**config.mk**
```make
export PLATFORM = sky130hd
export DESIGN_NAME = intarb_top
export DESIGN_NICKNAME = d
export VERILOG_FILES = /design/src/intarb_pkg.sv /design/src/intarb_top.sv
export SDC_FILE = /design/constraint.sdc
export NUM_CORES = 1
export LEC_CHECK = 0
export BUFFER_PORTS_ARGS = -buffer_cell sky130_fd_sc_hd__buf_2
export CORE_MARGIN = 2
export CORE_UTILIZATION = 25
export DETAILED_ROUTE_END_ITERATION = 10
export PLACE_DENSITY_LB_ADDON = 0.08
export SLEW_MARGIN = 20
export SYNTH_ARGS = -nofsm -noshare
export SYNTH_HDL_FRONTEND = slang
export SYNTH_SLANG_ARGS = --single-unit
```
**constraint.sdc**
```tcl
create_clock -name clk_in -period 10.55 [get_ports clk_in]
set_input_delay 1.055 -clock clk_in [delete_from_list [all_inputs] [get_ports clk_in]]
set_output_delay 1.055 -clock clk_in [all_outputs]
set_load 0.005 [all_outputs]
```
**src/intarb_pkg.sv**
```systemverilog
// Constants and state layout for the interrupt arbitration block
package intarb_pkg;
  // Register word indexes; byte address is four times the index
  localparam logic [7:0] IDX_TMR_CTL = 8'h88;
  localparam logic [7:0] IDX_AUX0 = 8'hA1;
  localparam logic [7:0] IDX_IEN_MAIN = 8'hA8;
  localparam logic [7:0] IDX_IPH = 8'hB7;
  localparam logic [7:0] IDX_IPL = 8'hB8;
  localparam logic [7:0] IDX_X23_CTL = 8'hC0;
  localparam logic [7:0] IDX_ISTAT = 8'hD0;
  localparam logic [7:0] IDX_IMASK = 8'hD1;
  localparam logic [7:0] IDX_SVC = 8'hD2;
  // Address split
  localparam int unsigned ADDR_LSB = 2;
  localparam int unsigned IDX_W = 8;
  // Enable register fields
  localparam int unsigned IEN_GLOBAL = 7;
  localparam logic [7:0] IEN_RSV_MSK = 8'h40;
  localparam int unsigned IEN_EXT0 = 0;
  localparam int unsigned IEN_TMR0 = 1;
  localparam int unsigned IEN_EXT1 = 2;
  localparam int unsigned IEN_TMR1 = 3;
  localparam int unsigned IEN_SER0 = 4;
  localparam int unsigned IEN_TMR2 = 5;
  // Timer control fields
  localparam int unsigned TC_TYPE0 = 0;
  localparam int unsigned TC_PEND0 = 1;
  localparam int unsigned TC_TYPE1 = 2;
  localparam int unsigned TC_PEND1 = 3;
  // Aux control fields
  localparam int unsigned AX_P0H = 0;
  localparam int unsigned AX_P1H = 1;
  // Ext 2/3 control fields
  localparam int unsigned XC_TYPE2 = 0;
  localparam int unsigned XC_PEND2 = 1;
  localparam int unsigned XC_EN2 = 2;
  localparam int unsigned XC_P2H = 3;
  localparam int unsigned XC_TYPE3 = 4;
  localparam int unsigned XC_PEND3 = 5;
  localparam int unsigned XC_EN3 = 6;
  localparam int unsigned XC_P3H = 7;
  // Source numbers, also the polling order
  localparam logic [2:0] SRC_EXT0 = 3'h0;
  localparam logic [2:0] SRC_EXT1 = 3'h2;
  localparam logic [2:0] SRC_EXT2 = 3'h6;
  localparam logic [2:0] SRC_EXT3 = 3'h7;
  localparam int unsigned N_SRC = 8;
  localparam int unsigned N_LVL = 4;
  // Whole block state
  typedef struct packed {
    logic [7:0] tmr_ctl;
    logic [7:0] aux0;
    logic [7:0] ien;
    logic [7:0] iph;
    logic [7:0] ipl;
    logic [7:0] x23_ctl;
    logic [3:0] ist;
    logic [3:0] imsk;
    logic [3:0] syn1;
    logic [3:0] syn2;
    logic [3:0] prv;
    logic [7:0] smp;
    logic [3:0] insvc;
    logic blk;
    logic [31:0] prdata;
    logic pready;
    logic pslverr;
    logic vreq;
    logic [2:0] vsrc;
    logic [1:0] vlvl;
    logic wake;
    logic irq;
  } intarb_st_t;
  // Every register resets to zero; the top module loads the pin history registers high instead
  localparam intarb_st_t ST_RST = '0;
endpackage : intarb_pkg

```
**src/intarb_top.sv**
```systemverilog
// Interrupt sampling, arbitration and external input logic
//
// Function
// - Sample flags each clock, poll next clock
// - Block call while equal/higher level serviced
// - Call only on instruction's last cycle
// - After return or an enable, priority or ext2/3 control write, one more instruction
// - Type bit: 0 level, 1 edge
// - Polarity bit 1 selects high/rising detection
// - Ext0/1 flag set; edge flag cleared on service
// - Ext2/3 flag set by edge or level per type bit, service-cleared, software writable
// - Idle wake from ext2/3 only if enabled
// - Global enable gates the service call of every source
// - Enable bits 5..0 per basic source
// - Ext2/3 enable, flag, type, polarity fields
// - Priority bit per source, matching positions
// - High,low bit pair: 11 highest level
// - Higher level first, ties by polling order
//
// Our own choice: register access over APB.
`timescale 1ns/1ps
`default_nettype none
module intarb_top #(
  parameter int unsigned ADDR_W = 12
) (
  // Clock and reset
  input wire logic clk_in,
  input wire logic rst_n_in,
  // APB slave
  input wire logic psel_in,
  input wire logic penable_in,
  input wire logic pwrite_in,
  input wire logic [ADDR_W-1:0] paddr_in,
  input wire logic [31:0] pwdata_in,
  output logic [31:0] prdata_out,
  output logic pready_out,
  output logic pslverr_out,
  // External interrupt pins, asynchronous
  input wire logic ext_irq_input_0_in,
  input wire logic ext_irq_input_1_in,
  input wire logic ext_irq_input_2_in,
  input wire logic ext_irq_input_3_in,
  // Peripheral flags: timer0, timer1, serial0, timer2
  input wire logic [3:0] periph_flag_in,
  // CPU sequencer status
  input wire logic cpu_last_cycle_in,
  input wire logic cpu_reti_in,
  input wire logic idle_mode_in,
  input wire logic power_down_mode_in,
  // Service call to the CPU
  output logic vec_req_out,
  output logic [2:0] vec_src_out,
  output logic [1:0] vec_lvl_out,
  output logic wake_out,
  // Event interrupt line
  output logic irq_out
);

  // Registered state of the whole block
  intarb_pkg::intarb_st_t q;
  // Next state, filled by the single combinational process
  intarb_pkg::intarb_st_t d;

  // Bus decode helpers
  // Setup phase seen this cycle
  logic setup;
  // Write in its access cycle, the edge where it lands
  logic wr;
  // Address inside the register page and word aligned
  logic hit;
  // Word index names a register
  logic mapped;
  // Write to a register that holds off vectoring
  logic cfg_wr;
  // Word index taken from the byte address
  logic [intarb_pkg::IDX_W-1:0] idx;
  // Read mux result
  logic [7:0] rd;
  // Low byte of the write data
  logic [7:0] wd;

  // External input helpers
  // Raw pin levels gathered into one vector
  logic [3:0] pins;
  // Trigger type per input, 1 for edge
  logic [3:0] typ;
  // Polarity per input, 1 for high or rising
  logic [3:0] polh;
  // Pending flags after any software write
  logic [3:0] pend;
  // Input active now, after polarity
  logic [3:0] act;
  // Input active one clock earlier, after polarity
  logic [3:0] actp;
  // Detected trigger per input
  logic [3:0] trig;
  // Flag clear caused by the service call
  logic [3:0] vclr;
  // Next pending flags
  logic [3:0] np;

  // Arbitration helpers
  // Enabled requests seen this clock
  logic [7:0] req;
  // Level of the source looked at in the search
  logic [1:0] lvl;
  // Best level found so far
  logic [1:0] bl;
  // Source number of the best request
  logic [2:0] bi;
  // At least one sampled request exists
  logic found;
  // A level at or above the winner is in service
  logic lvl_blk;
  // Service call issued at this edge
  logic fire;
  // Highest level now in service
  logic [1:0] top;

  // Raw pins gathered into one vector; active level chosen later
  assign pins = {ext_irq_input_3_in, ext_irq_input_2_in,
                 ext_irq_input_1_in, ext_irq_input_0_in};

  // Next-state logic for the whole block
  always_comb begin
    d = q;
    // Search helper starts from a known value
    lvl = 2'b00;
    // Bus phase and address decode
    setup = psel_in & ~penable_in;
    // A write lands in the access cycle, where ready is high
    wr = psel_in & penable_in & q.pready & pwrite_in;
    idx = paddr_in[intarb_pkg::IDX_W+intarb_pkg::ADDR_LSB-1:intarb_pkg::ADDR_LSB];
    // Upper address bits and byte offset must be zero
    hit = (paddr_in[ADDR_W-1:intarb_pkg::IDX_W+intarb_pkg::ADDR_LSB] == '0) &&
          (paddr_in[intarb_pkg::ADDR_LSB-1:0] == '0);
    // Registers are one byte wide; upper write data is ignored
    wd = pwdata_in[7:0];
    // Read mux; unmapped words read zero
    mapped = hit;
    unique case (idx)
      // Timer and external 0/1 control
      intarb_pkg::IDX_TMR_CTL: rd = q.tmr_ctl;
      // Polarity of inputs 0 and 1
      intarb_pkg::IDX_AUX0: rd = q.aux0;
      // Global and basic enables
      intarb_pkg::IDX_IEN_MAIN: rd = q.ien;
      // Priority bit pairs
      intarb_pkg::IDX_IPH: rd = q.iph;
      intarb_pkg::IDX_IPL: rd = q.ipl;
      // External 2/3 control
      intarb_pkg::IDX_X23_CTL: rd = q.x23_ctl;
      // Own status, mask and service registers
      intarb_pkg::IDX_ISTAT: rd = {4'h0, q.ist};
      intarb_pkg::IDX_IMASK: rd = {4'h0, q.imsk};
      intarb_pkg::IDX_SVC: rd = {3'h0, q.blk, q.insvc};
      default: begin
        // No register here: error response
        rd = 8'h00;
        mapped = 1'b0;
      end
    endcase
    // Out-of-page addresses read zero whatever the index
    if (!hit) begin
      rd = 8'h00;
    end
    // No wait state: answer in the first access cycle
    d.pready = setup;
    d.pslverr = setup & ~mapped;
    // Read data is captured at setup and held until the next setup
    if (setup) begin
      d.prdata = {24'h000000, rd};
    end
    // Writes to configuration that hold off vectoring
    cfg_wr = wr & hit & ((idx == intarb_pkg::IDX_IEN_MAIN) ||
             (idx == intarb_pkg::IDX_IPH) ||
             (idx == intarb_pkg::IDX_IPL) ||
             (idx == intarb_pkg::IDX_X23_CTL));
    // Register writes; the service register is read-only
    if (wr && mapped) begin
      unique case (idx)
        intarb_pkg::IDX_TMR_CTL: d.tmr_ctl = wd;
        intarb_pkg::IDX_AUX0: d.aux0 = wd;
        // Reserved bit kept at zero
        intarb_pkg::IDX_IEN_MAIN: d.ien = wd & ~intarb_pkg::IEN_RSV_MSK;
        intarb_pkg::IDX_IPH: d.iph = wd;
        intarb_pkg::IDX_IPL: d.ipl = wd;
        // Software may set or clear the 2/3 pending flags here
        intarb_pkg::IDX_X23_CTL: d.x23_ctl = wd;
        // Status bits clear on a written one
        intarb_pkg::IDX_ISTAT: d.ist = q.ist & ~wd[3:0];
        intarb_pkg::IDX_IMASK: d.imsk = wd[3:0];
        // Service register and others: nothing stored
        default: d.imsk = d.imsk;
      endcase
    end

    // Requests gated by own enables and global enable
    req[0] = q.tmr_ctl[intarb_pkg::TC_PEND0] & q.ien[intarb_pkg::IEN_EXT0];
    req[1] = periph_flag_in[0] & q.ien[intarb_pkg::IEN_TMR0];
    req[2] = q.tmr_ctl[intarb_pkg::TC_PEND1] & q.ien[intarb_pkg::IEN_EXT1];
    req[3] = periph_flag_in[1] & q.ien[intarb_pkg::IEN_TMR1];
    req[4] = periph_flag_in[2] & q.ien[intarb_pkg::IEN_SER0];
    req[5] = periph_flag_in[3] & q.ien[intarb_pkg::IEN_TMR2];
    // External 2/3 enables live in their own control register
    req[6] = q.x23_ctl[intarb_pkg::XC_PEND2] & q.x23_ctl[intarb_pkg::XC_EN2];
    req[7] = q.x23_ctl[intarb_pkg::XC_PEND3] & q.x23_ctl[intarb_pkg::XC_EN3];
    // Global enable cleared: nothing requests at all
    if (!q.ien[intarb_pkg::IEN_GLOBAL]) begin
      req = 8'h00;
    end
    // Samples taken this clock are polled next clock
    d.smp = req;

    // Pick highest level, lowest number on ties
    // The search walks the polling order, so the first winner holds ties
    found = 1'b0;
    bl = 2'b00;
    bi = 3'h0;
    for (int i = 0; i < intarb_pkg::N_SRC; i++) begin
      // High bit then low bit forms the level
      lvl = {q.iph[i], q.ipl[i]};
      if (q.smp[i] && (!found || (lvl > bl))) begin
        found = 1'b1;
        bl = lvl;
        bi = 3'(i);
      end
    end
    // Any level in service at or above the winner
    // A lower level never preempts a routine already running
    lvl_blk = 1'b0;
    for (int k = 0; k < intarb_pkg::N_LVL; k++) begin
      if (q.insvc[k] && (2'(k) >= bl)) begin
        lvl_blk = 1'b1;
      end
    end
    // Issue the call only when nothing blocks it
    // The last-cycle term lets the current instruction finish first
    fire = found & ~lvl_blk & cpu_last_cycle_in
         & ~cpu_reti_in & ~q.blk & ~cfg_wr;
    d.vreq = fire;
    if (fire) begin
      d.vsrc = bi;
      d.vlvl = bl;
      d.insvc[bl] = 1'b1;
    end
    // Release the topmost level at return completion
    // Nested routines return in reverse order, so the top one ends first
    top = 2'b00;
    for (int k = 0; k < intarb_pkg::N_LVL; k++) begin
      if (q.insvc[k]) begin
        top = 2'(k);
      end
    end
    if (cpu_last_cycle_in && cpu_reti_in) begin
      d.insvc[top] = 1'b0;
    end
    // Hold-off: one full instruction must follow
    // Cleared at the end of the next instruction, which is not vectored
    if (cpu_last_cycle_in) begin
      d.blk = 1'b0;
    end
    if (cfg_wr || (cpu_last_cycle_in && cpu_reti_in)) begin
      d.blk = 1'b1;
    end

    // Two-flop synchroniser, then edge history
    // Only the second stage feeds logic; the first may be metastable
    d.syn1 = pins;
    d.syn2 = q.syn1;
    d.prv = q.syn2;
    // Per-input type, polarity and current flag
    // Taken from the next state so a software write counts at once
    typ = {d.x23_ctl[intarb_pkg::XC_TYPE3], d.x23_ctl[intarb_pkg::XC_TYPE2],
           d.tmr_ctl[intarb_pkg::TC_TYPE1], d.tmr_ctl[intarb_pkg::TC_TYPE0]};
    polh = {d.x23_ctl[intarb_pkg::XC_P3H], d.x23_ctl[intarb_pkg::XC_P2H],
            d.aux0[intarb_pkg::AX_P1H], d.aux0[intarb_pkg::AX_P0H]};
    pend = {d.x23_ctl[intarb_pkg::XC_PEND3], d.x23_ctl[intarb_pkg::XC_PEND2],
            d.tmr_ctl[intarb_pkg::TC_PEND1], d.tmr_ctl[intarb_pkg::TC_PEND0]};
    // Active level after polarity choice
    act = (q.syn2 & polh) | (~q.syn2 & ~polh);
    actp = (q.prv & polh) | (~q.prv & ~polh);
    // Edge when type set, level otherwise
    trig = (typ & act & ~actp) | (~typ & act);
    // Serviced inputs lose their flag
    vclr = {fire && (bi == intarb_pkg::SRC_EXT3),
            fire && (bi == intarb_pkg::SRC_EXT2),
            fire && (bi == intarb_pkg::SRC_EXT1),
            fire && (bi == intarb_pkg::SRC_EXT0)};
    // Clear first, then a trigger sets again
    // A trigger in the same cycle as a clear is never lost
    np = (pend & ~vclr) | trig;
    // Inputs 0 and 1 in level mode follow the line
    for (int e = 0; e < 2; e++) begin
      if (!typ[e]) begin
        np[e] = act[e];
      end
    end
    // Flags written back into their home registers
    d.tmr_ctl[intarb_pkg::TC_PEND0] = np[0];
    d.tmr_ctl[intarb_pkg::TC_PEND1] = np[1];
    d.x23_ctl[intarb_pkg::XC_PEND2] = np[2];
    d.x23_ctl[intarb_pkg::XC_PEND3] = np[3];

    // Trigger events are sticky; set wins over clear
    d.ist = d.ist | trig;
    // Level interrupt, registered so the output comes from a flop
    d.irq = |(d.ist & d.imsk);
    // Wake only for enabled ext2/3 during sleep
    d.wake = (idle_mode_in | power_down_mode_in) &
             ((np[2] & d.x23_ctl[intarb_pkg::XC_EN2]) |
              (np[3] & d.x23_ctl[intarb_pkg::XC_EN3]));
  end

  // State register, synchronous reset
  always_ff @(posedge clk_in) begin
    if (!rst_n_in) begin
      q <= intarb_pkg::ST_RST;
      // Pin history starts at the idle high level
      // Avoids a false trigger on low-active inputs after reset
      q.syn1 <= 4'hF;
      q.syn2 <= 4'hF;
      q.prv <= 4'hF;
    end else begin
      q <= d;
    end
  end

  // Outputs straight from flops
  assign prdata_out = q.prdata;
  assign pready_out = q.pready;
  assign pslverr_out = q.pslverr;
  assign vec_req_out = q.vreq;
  assign vec_src_out = q.vsrc;
  assign vec_lvl_out = q.vlvl;
  assign wake_out = q.wake;
  assign irq_out = q.irq;

endmodule : intarb_top
`default_nettype wire

```
### Word-level counts from Yosys, hierarchy flattened

Index checks and enable logic that the tools add are counted.

* word-level logic and storage cells: 209
* register bits: 98
* bits of input ports: 61

* eq/ne operators: 12
* muxes and demuxes: 52
* bitwise gates (word level): 56
* order comparisons: 15
* reduce and logical (&&, ||, !) cells: 50

Operators with widths (number)
* == test 8 bit (second input constant): 9
* case mux 8 bit (9 select lines): 1
* two-way mux 52 bit: 1
* two-way mux 8 bit: 6
* bitwise AND 4 bit: 11
* NOT 4 bit: 8
* bitwise OR 4 bit: 6
* bitwise AND 1 bit: 23
* two-way mux 1 bit: 21
* logical AND 1 bit: 20
* two-way mux 2 bit: 10
* two-way mux 4 bit: 5
* two-way mux 3 bit: 6
* greater-than comparator 2 bit: 7
* AND reduction 2 bit: 6
* logical OR 1 bit: 11
* OR reduction 9 bit: 1
* zero test 1 bit: 7
* == test 3 bit (second input constant): 2
* < comparator 2 x 3 -> 1 bit (second input constant): 2
* NOT 1 bit: 6
* demux 1 bit (select 2 bit): 2
* >= comparator 1 x 2 -> 1 bit (first input constant): 2
* >= comparator 2 x 1 -> 1 bit (second input constant): 2
* other kinds (7): 10

### Depth between registers and ports, before layout

* depth in word-level cells: 48
* gate-level depth with buffers: 49
* mapped depth without buffers: 47

### Worst setup path after synthesis

OpenSTA, ideal clock, no wires.

* kind: reg-to-reg
* start point: reg q[47] (netlist name)
* end point: reg q[116] (netlist name)
* slack: 1559 ps
* library setup time: 136 ps
* stages on the path, launching flop included: 48
* clock period less this slack: 8991 ps
* arrival time: 8855 ps
* cell sequence: dfxtp_1 -> and2_1 -> inv_1 -> ha_1 -> nand2b_1 -> a221o_1 -> a32oi_1 -> ha_1 -> nor2b_1 -> o211ai_1 -> and2_2 -> a21o_1 -> ha_1 -> nor2b_1 -> a2bb2oi_1 -> o21a_1 -> a211oi_1 -> a21o_1 -> [12 not listed] -> a21oi_1 -> ha_1 -> nor2b_1 -> a2bb2oi_1 -> o21a_1 -> a2111o_1 -> o2bb2ai_2 -> ha_1 -> nor2b_1 -> o21ai_0 -> o21ai_1 -> and2_1 -> clkbuf_1 -> nand2_1 -> and4b_1 -> o31ai_2 -> a2111oi_2 -> a21oi_1

* word-level cells in the longest chain between the ends: 46
* elaborated cells on any way between the ends: 75

RTL lines
* start, declared: RTL line intarb_top.sv:60 `intarb_pkg::intarb_st_t q;`
* start signal, assigned: RTL line intarb_top.sv:318 `q <= intarb_pkg::ST_RST;`
* two-way mux 2 bit / two-way mux 1 bit (equally long branches): RTL line intarb_top.sv:223 `if (q.smp[i] && (!found || (lvl > bl))) begin`
* greater-than comparator 2 bit / zero test 1 bit (equally long branches): RTL line intarb_top.sv:223
* logical OR 1 bit: RTL line intarb_top.sv:223
* logical AND 1 bit: RTL line intarb_top.sv:223
* two-way mux 2 bit / two-way mux 1 bit (equally long branches): RTL line intarb_top.sv:223
* greater-than comparator 2 bit / zero test 1 bit (equally long branches): RTL line intarb_top.sv:223
* logical OR 1 bit: RTL line intarb_top.sv:223
* logical AND 1 bit: RTL line intarb_top.sv:223
* [27 not listed]
* NOT 1 bit: RTL line intarb_top.sv:239 `fire = found & ~lvl_blk & cpu_last_cycle_in`
* bitwise AND 1 bit (2 in series): RTL line intarb_top.sv:239
* bitwise AND 1 bit (3 in series): RTL line intarb_top.sv:240 `& ~cpu_reti_in & ~q.blk & ~cfg_wr;`
* logical AND 1 bit *: RTL line intarb_top.sv:289 `fire && (bi == intarb_pkg::SRC_EXT0)};`
* NOT 4 bit *: RTL line intarb_top.sv:292 `np = (pend & ~vclr) | trig;`
* bitwise AND 4 bit *: RTL line intarb_top.sv:292
* bitwise OR 4 bit *: RTL line intarb_top.sv:292
* two-way mux 1 bit *: RTL line intarb_top.sv:295 `if (!typ[e]) begin`

Mark *: on every way between the ends. The rest lies on a longest branch, timed or not.
A chain may end at the register's enable or synchronous reset.

### Final worst setup path

* start point: reg q[47] (netlist name)
* end point: reg q[118] (netlist name)

* word-level cells in the longest chain between the ends: 46
* elaborated cells on any way between the ends: 75

RTL lines
* two-way mux 2 bit / two-way mux 1 bit (equally long branches): RTL line intarb_top.sv:223
* greater-than comparator 2 bit / zero test 1 bit (equally long branches): RTL line intarb_top.sv:223
* logical OR 1 bit: RTL line intarb_top.sv:223
* logical AND 1 bit: RTL line intarb_top.sv:223
* two-way mux 2 bit / two-way mux 1 bit (equally long branches): RTL line intarb_top.sv:223
* greater-than comparator 2 bit / zero test 1 bit (equally long branches): RTL line intarb_top.sv:223
* logical OR 1 bit: RTL line intarb_top.sv:223
* logical AND 1 bit: RTL line intarb_top.sv:223
* [27 not listed]
* NOT 1 bit: RTL line intarb_top.sv:239
* bitwise AND 1 bit (2 in series): RTL line intarb_top.sv:239
* bitwise AND 1 bit (3 in series): RTL line intarb_top.sv:240
* logical AND 1 bit *: RTL line intarb_top.sv:288 `fire && (bi == intarb_pkg::SRC_EXT1),`
* NOT 4 bit *: RTL line intarb_top.sv:292
* bitwise AND 4 bit *: RTL line intarb_top.sv:292
* bitwise OR 4 bit *: RTL line intarb_top.sv:292
* two-way mux 1 bit *: RTL line intarb_top.sv:295

Marks and branches as above.

==> PnR_summary.wiki <==
{| class="wikitable"
! Metric !! Value
|-
| Result of the run || finished clean
|-
| Max incr delay on CP || 450 ps
|-
| Setup violation total in the final timing report || 0
|-
| Number of enable flip-flop cells after synthesis || 0
|-
| Initial core utilization || 25.6%
|-
| Period minus WS final || 9910 ps
|-
| Final Total Pwr || 764 uW
|-
| CP Class || reg -> reg
|-
| Part of the total power dissipated in sequential elements || 49.2%
|-
| Power density normalized to cell area || 128 mW/mm^2
|-
| Filler Cell Count || 2192
|-
| Proportion of power drawn by combinational gates || 4.8%
|-
| Clock tree from TritonCTS || built
|-
| Total track usage || 15.8%
|-
| Drt total wl || 17100 um
|-
| Number of nets with antenna violations after routing || 0
|-
| Detailed-placement wirelength estimate || 12700 um
|-
| Layout Nets || 709
|-
| Worst Path Buf+Inv || 4
|-
| Switching Fraction || 25.0%
|-
| Number of pins with negative max-slew slack in the final report || 0
|-
| Wire length per cell || 18.8 um
|-
| Max Cap Violations || 0
|-
| Capture point of the critical path || q[118]
|-
| Crit-path leading delay family || compound AO/OA/AOI/OAI gates
|-
| Clock transition at the registers of the reported paths || 80 ps
|-
| Remaining Overflow, GRT || 0
|-
| Post-synthesis to final-layout area growth || 15.0%
|-
| Timing-limited maximum frequency || 101 MHz
|-
| Area after DPL || 0.00555 mm^2
|-
| Top area cells in the synthesized netlist || sky130_fd_sc_hd__dfxtp_1, sky130_fd_sc_hd__mux2i_1, sky130_fd_sc_hd__buf_4
|-
| CTS H-Tree Depth || 3
|-
| Post-synthesis register bit count || 98
|-
| Slew at the pin with the worst max-slew slack || 1050 ps
|-
| Slowest stage cell on the critical path || sky130_fd_sc_hd__a2111o_1
|-
| Fraction of the yosys area taken by sequential cells || 37.8%
|-
| Post-Syn Instances || 603
|-
| Syn_area_per_cell || 8.60 um^2
|-
| Clock network latency to the later pin of the worst-skew pair || 360 ps
|-
| Final clock period utilization by the worst path || 94.0%
|-
| Reg-to-reg startpoint || q[47]
|-
| First drt pass iteration count || 5
|-
| Number of sinks on the clock net || 98
|-
| R2r setup slk || 640 ps
|-
| Die width || 148 um
|-
| Final instance area || 0.00597 mm^2
|-
| Final core utilization || 29.4%
|-
| Data required time at the worst endpoint || 10820 ps
|-
| Hold-fix buffers, CTS || 0
|-
| Category of the worst setup path launch point || flop
|-
| Max Clock Skew || 6.92 ps
|-
| Standard-cell row count || 52
|-
| Leakage component of the power || 2.41 nW
|-
| Total number of yosys warnings || 0
|-
| CP Launch Point || q[47]
|-
| Cell occurring most often along the worst timing path || sky130_fd_sc_hd__ha_1
|-
| Antenna diodes || 0
|-
| Routability-driven placement congestion ratio || 0.787
|-
| Number of global-route vias before repair || 4492
|-
| Height of the die || 148 um
|-
| DR DRC count || 0
|-
| Kind of end point of the critical path || flop
|-
| Crit path arrival time || 10190 ps
|-
| Antenna violations before repair || 1
|-
| Number of cells traversed by the worst hold path || 1
|-
| Number of port buffers || 54
|-
| Destination of the worst register-to-register timing path || q[118]
|-
| Maximum number of pins on one net before global-route repair || 70
|-
| Die ar. || 0.0219 mm^2
|-
| Instance count on the critical path || 47
|-
| Primary FF master, synth || sky130_fd_sc_hd__dfxtp_1
|-
| Post-synthesis instance area || 0.00519 mm^2
|-
| Area share of the leading cell type in the synthesized netlist || 37.8%
|-
| Sw power || 191 uW
|-
| Number of clock buffers inserted by TritonCTS || 9
|-
| Number of buffers on the longest clock path || 2
|-
| Number of cells on the worst reg-to-reg path || 47
|-
| Cell-internal power || 573 uW
|-
| Standard cell core area || 0.0203 mm^2
|-
| Wire length of the first global-routing pass || 26300 um
|-
| CTS root buf || sky130_fd_sc_hd__clkbuf_16
|-
| Worst IR Drop VDD || 93.1 uV
|-
| Hold Fails Final Rpt || 0
|-
| Proportion of power drawn by the clock network || 46.1%
|-
| Synth cell types || 79
|-
| Vias/cell || 4.92
|-
| Num ports || 103
|-
| Share of cells above drive strength 1 || 17.5%
|-
| Worst relative slew slack || 29.5%
|-
| CP Max Fanout || 9
|-
| Proportion of synthesized flip-flops having asynchronous set or reset || 0%
|-
| Iteration-0 DRC count of the detailed router || 249
|-
| Via Count || 4474
|-
| Library cell occupying the most area in the post-synthesis netlist || sky130_fd_sc_hd__dfxtp_1
|-
| Hold crit path type || reg -> reg
|}
==> registers in the layout (all words and copies together) (netlist names), 2 cells and up <==
name,flops
d,8
lvl,2
prdata_out,8
q,70
vec_lvl_out,2
vec_src_out,3
==> worst reg2reg max path, delay by kind of cell, from the launching register on <==
family,cells,cell delay (ps)
flip-flops,1,410
buffers and inverters,4,530
adder cells (fa/ha/maj),7,1990
AND/OR/NAND/NOR,14,2280
AO/OA/AOI/OAI,22,4620
==> cell usage in the layout, fill, tap and decap left out, drive strengths merged, types with 3 or more instances in the layout <==
cell	netlist	routed
o31a	3	3
mux2	4	4
nand3	18	18
a21boi	3	3
conb	1	24
o311a	3	3
ha	14	14
a31oi	4	4
o21a	3	3
o211ai	4	4
a221oi	7	7
and2	11	11
nor2b	8	8
nor2	68	68
a22oi	5	5
o221ai	3	3
nand2	50	50
o21ai	11	11
a211oi	10	10
dfxtp	98	98
clkbuf	23	9
o31ai	3	3
and3	11	11
a221o	7	7
a21oi	45	45
inv	21	25
buf	43	63
nor4	7	7
nand4	4	4
a32oi	5	5
nand2b	15	15
mux2i	42	42
nor3	13	13
==> cell usage after synthesis, drive strengths merged, types with 11 or more instances <==
| library cell | count |
|---|---|
| dfxtp | 98 |
| nand3 | 18 |
| and2 | 11 |
| nand2 | 50 |
| clkbuf | 23 |
| and3 | 11 |
| nor3 | 13 |
| ha | 14 |
| inv | 21 |
| buf | 43 |
| a21oi | 45 |
| nor2 | 68 |
| nand2b | 15 |
| o21ai | 11 |
| mux2i | 42 |
==> metrics by stage <==
step / TNS, ps / cells / setup slack, ps / hold slack (ps)
after CTS: 0 / 908 / 104 / 412
final: 0 / 909 / 636 / 412
after detailed placement: 0 / 892 / 166 / 392
after global routing: -8.88 / 909 / -8.88 / 439
after global placement: 0 / 892 / 261 / 393
after floorplan: 0 / 626 / 1560 / 386
==> cell type report <==
type,instances,area (um^2),area share [%]
Clock buffer,9,225,3.78
Clock inverter,7,85.1,1.43
Inverter,22,82.6,1.38
Multi-Input combinational cell,440,2930,49.2
Sequential cell,98,1960,32.9
Tap cell,270,338,5.66
Timing Repair Buffer,63,338,5.66
==> worst min path at each step <==
stage / from / to / slack (ps)
after detailed placement: d[60] / d[56] / 390
after global placement: d[59] / d[55] / 390
after global routing: d[59] / d[55] / 440
after floorplan: d[59] / d[55] / 390
after CTS: d[60] / d[56] / 410
final: d[60] / d[56] / 410
==> what timing repair did <==
action	CTS	global route
gates resized for setup	0	15
setup endpoints to repair	0	13
setup buffers	0	1
==> logic make-up (layout without fill, tap and decap cells) <==
kind of cell / count (synthesis) / count (layout) / synth area share [%]
and+or+nand+nor: 218 / 218 / 20.9
AOI/OAI and AO/OA: 136 / 136 / 19.1
DFF: 98 / 98 / 37.8
buffers and inverters: 88 / 101 / 9.36
muxes: 46 / 46 / 8.97
adders and majority gates: 14 / 14 / 3.38
xor gates and xnor gates: 2 / 2 / 0.338
other: 1 / 24 / 0.0723
==> power groups by stage <==
stage               combinational, mW  clock (mW)  sequential [mW]
CTS                            0.0364       0.366            0.376
finish                         0.0364       0.352            0.376
floorplan                      0.0264           0            0.383
global placement               0.0360           0            0.384
global route                   0.0402       0.378            0.376
detailed placement             0.0363           0            0.384
==> per-layer routing <==
metal	vias up	global-route usage, %	share of wire, %
li1	2176	-	-
met1	2141	21.2	46
met2	133	25.4	47
met3	24	2.79	4.4
met4	0	6.29	2.9
met5	-	0	0
(Power assumes the default switching activity.)
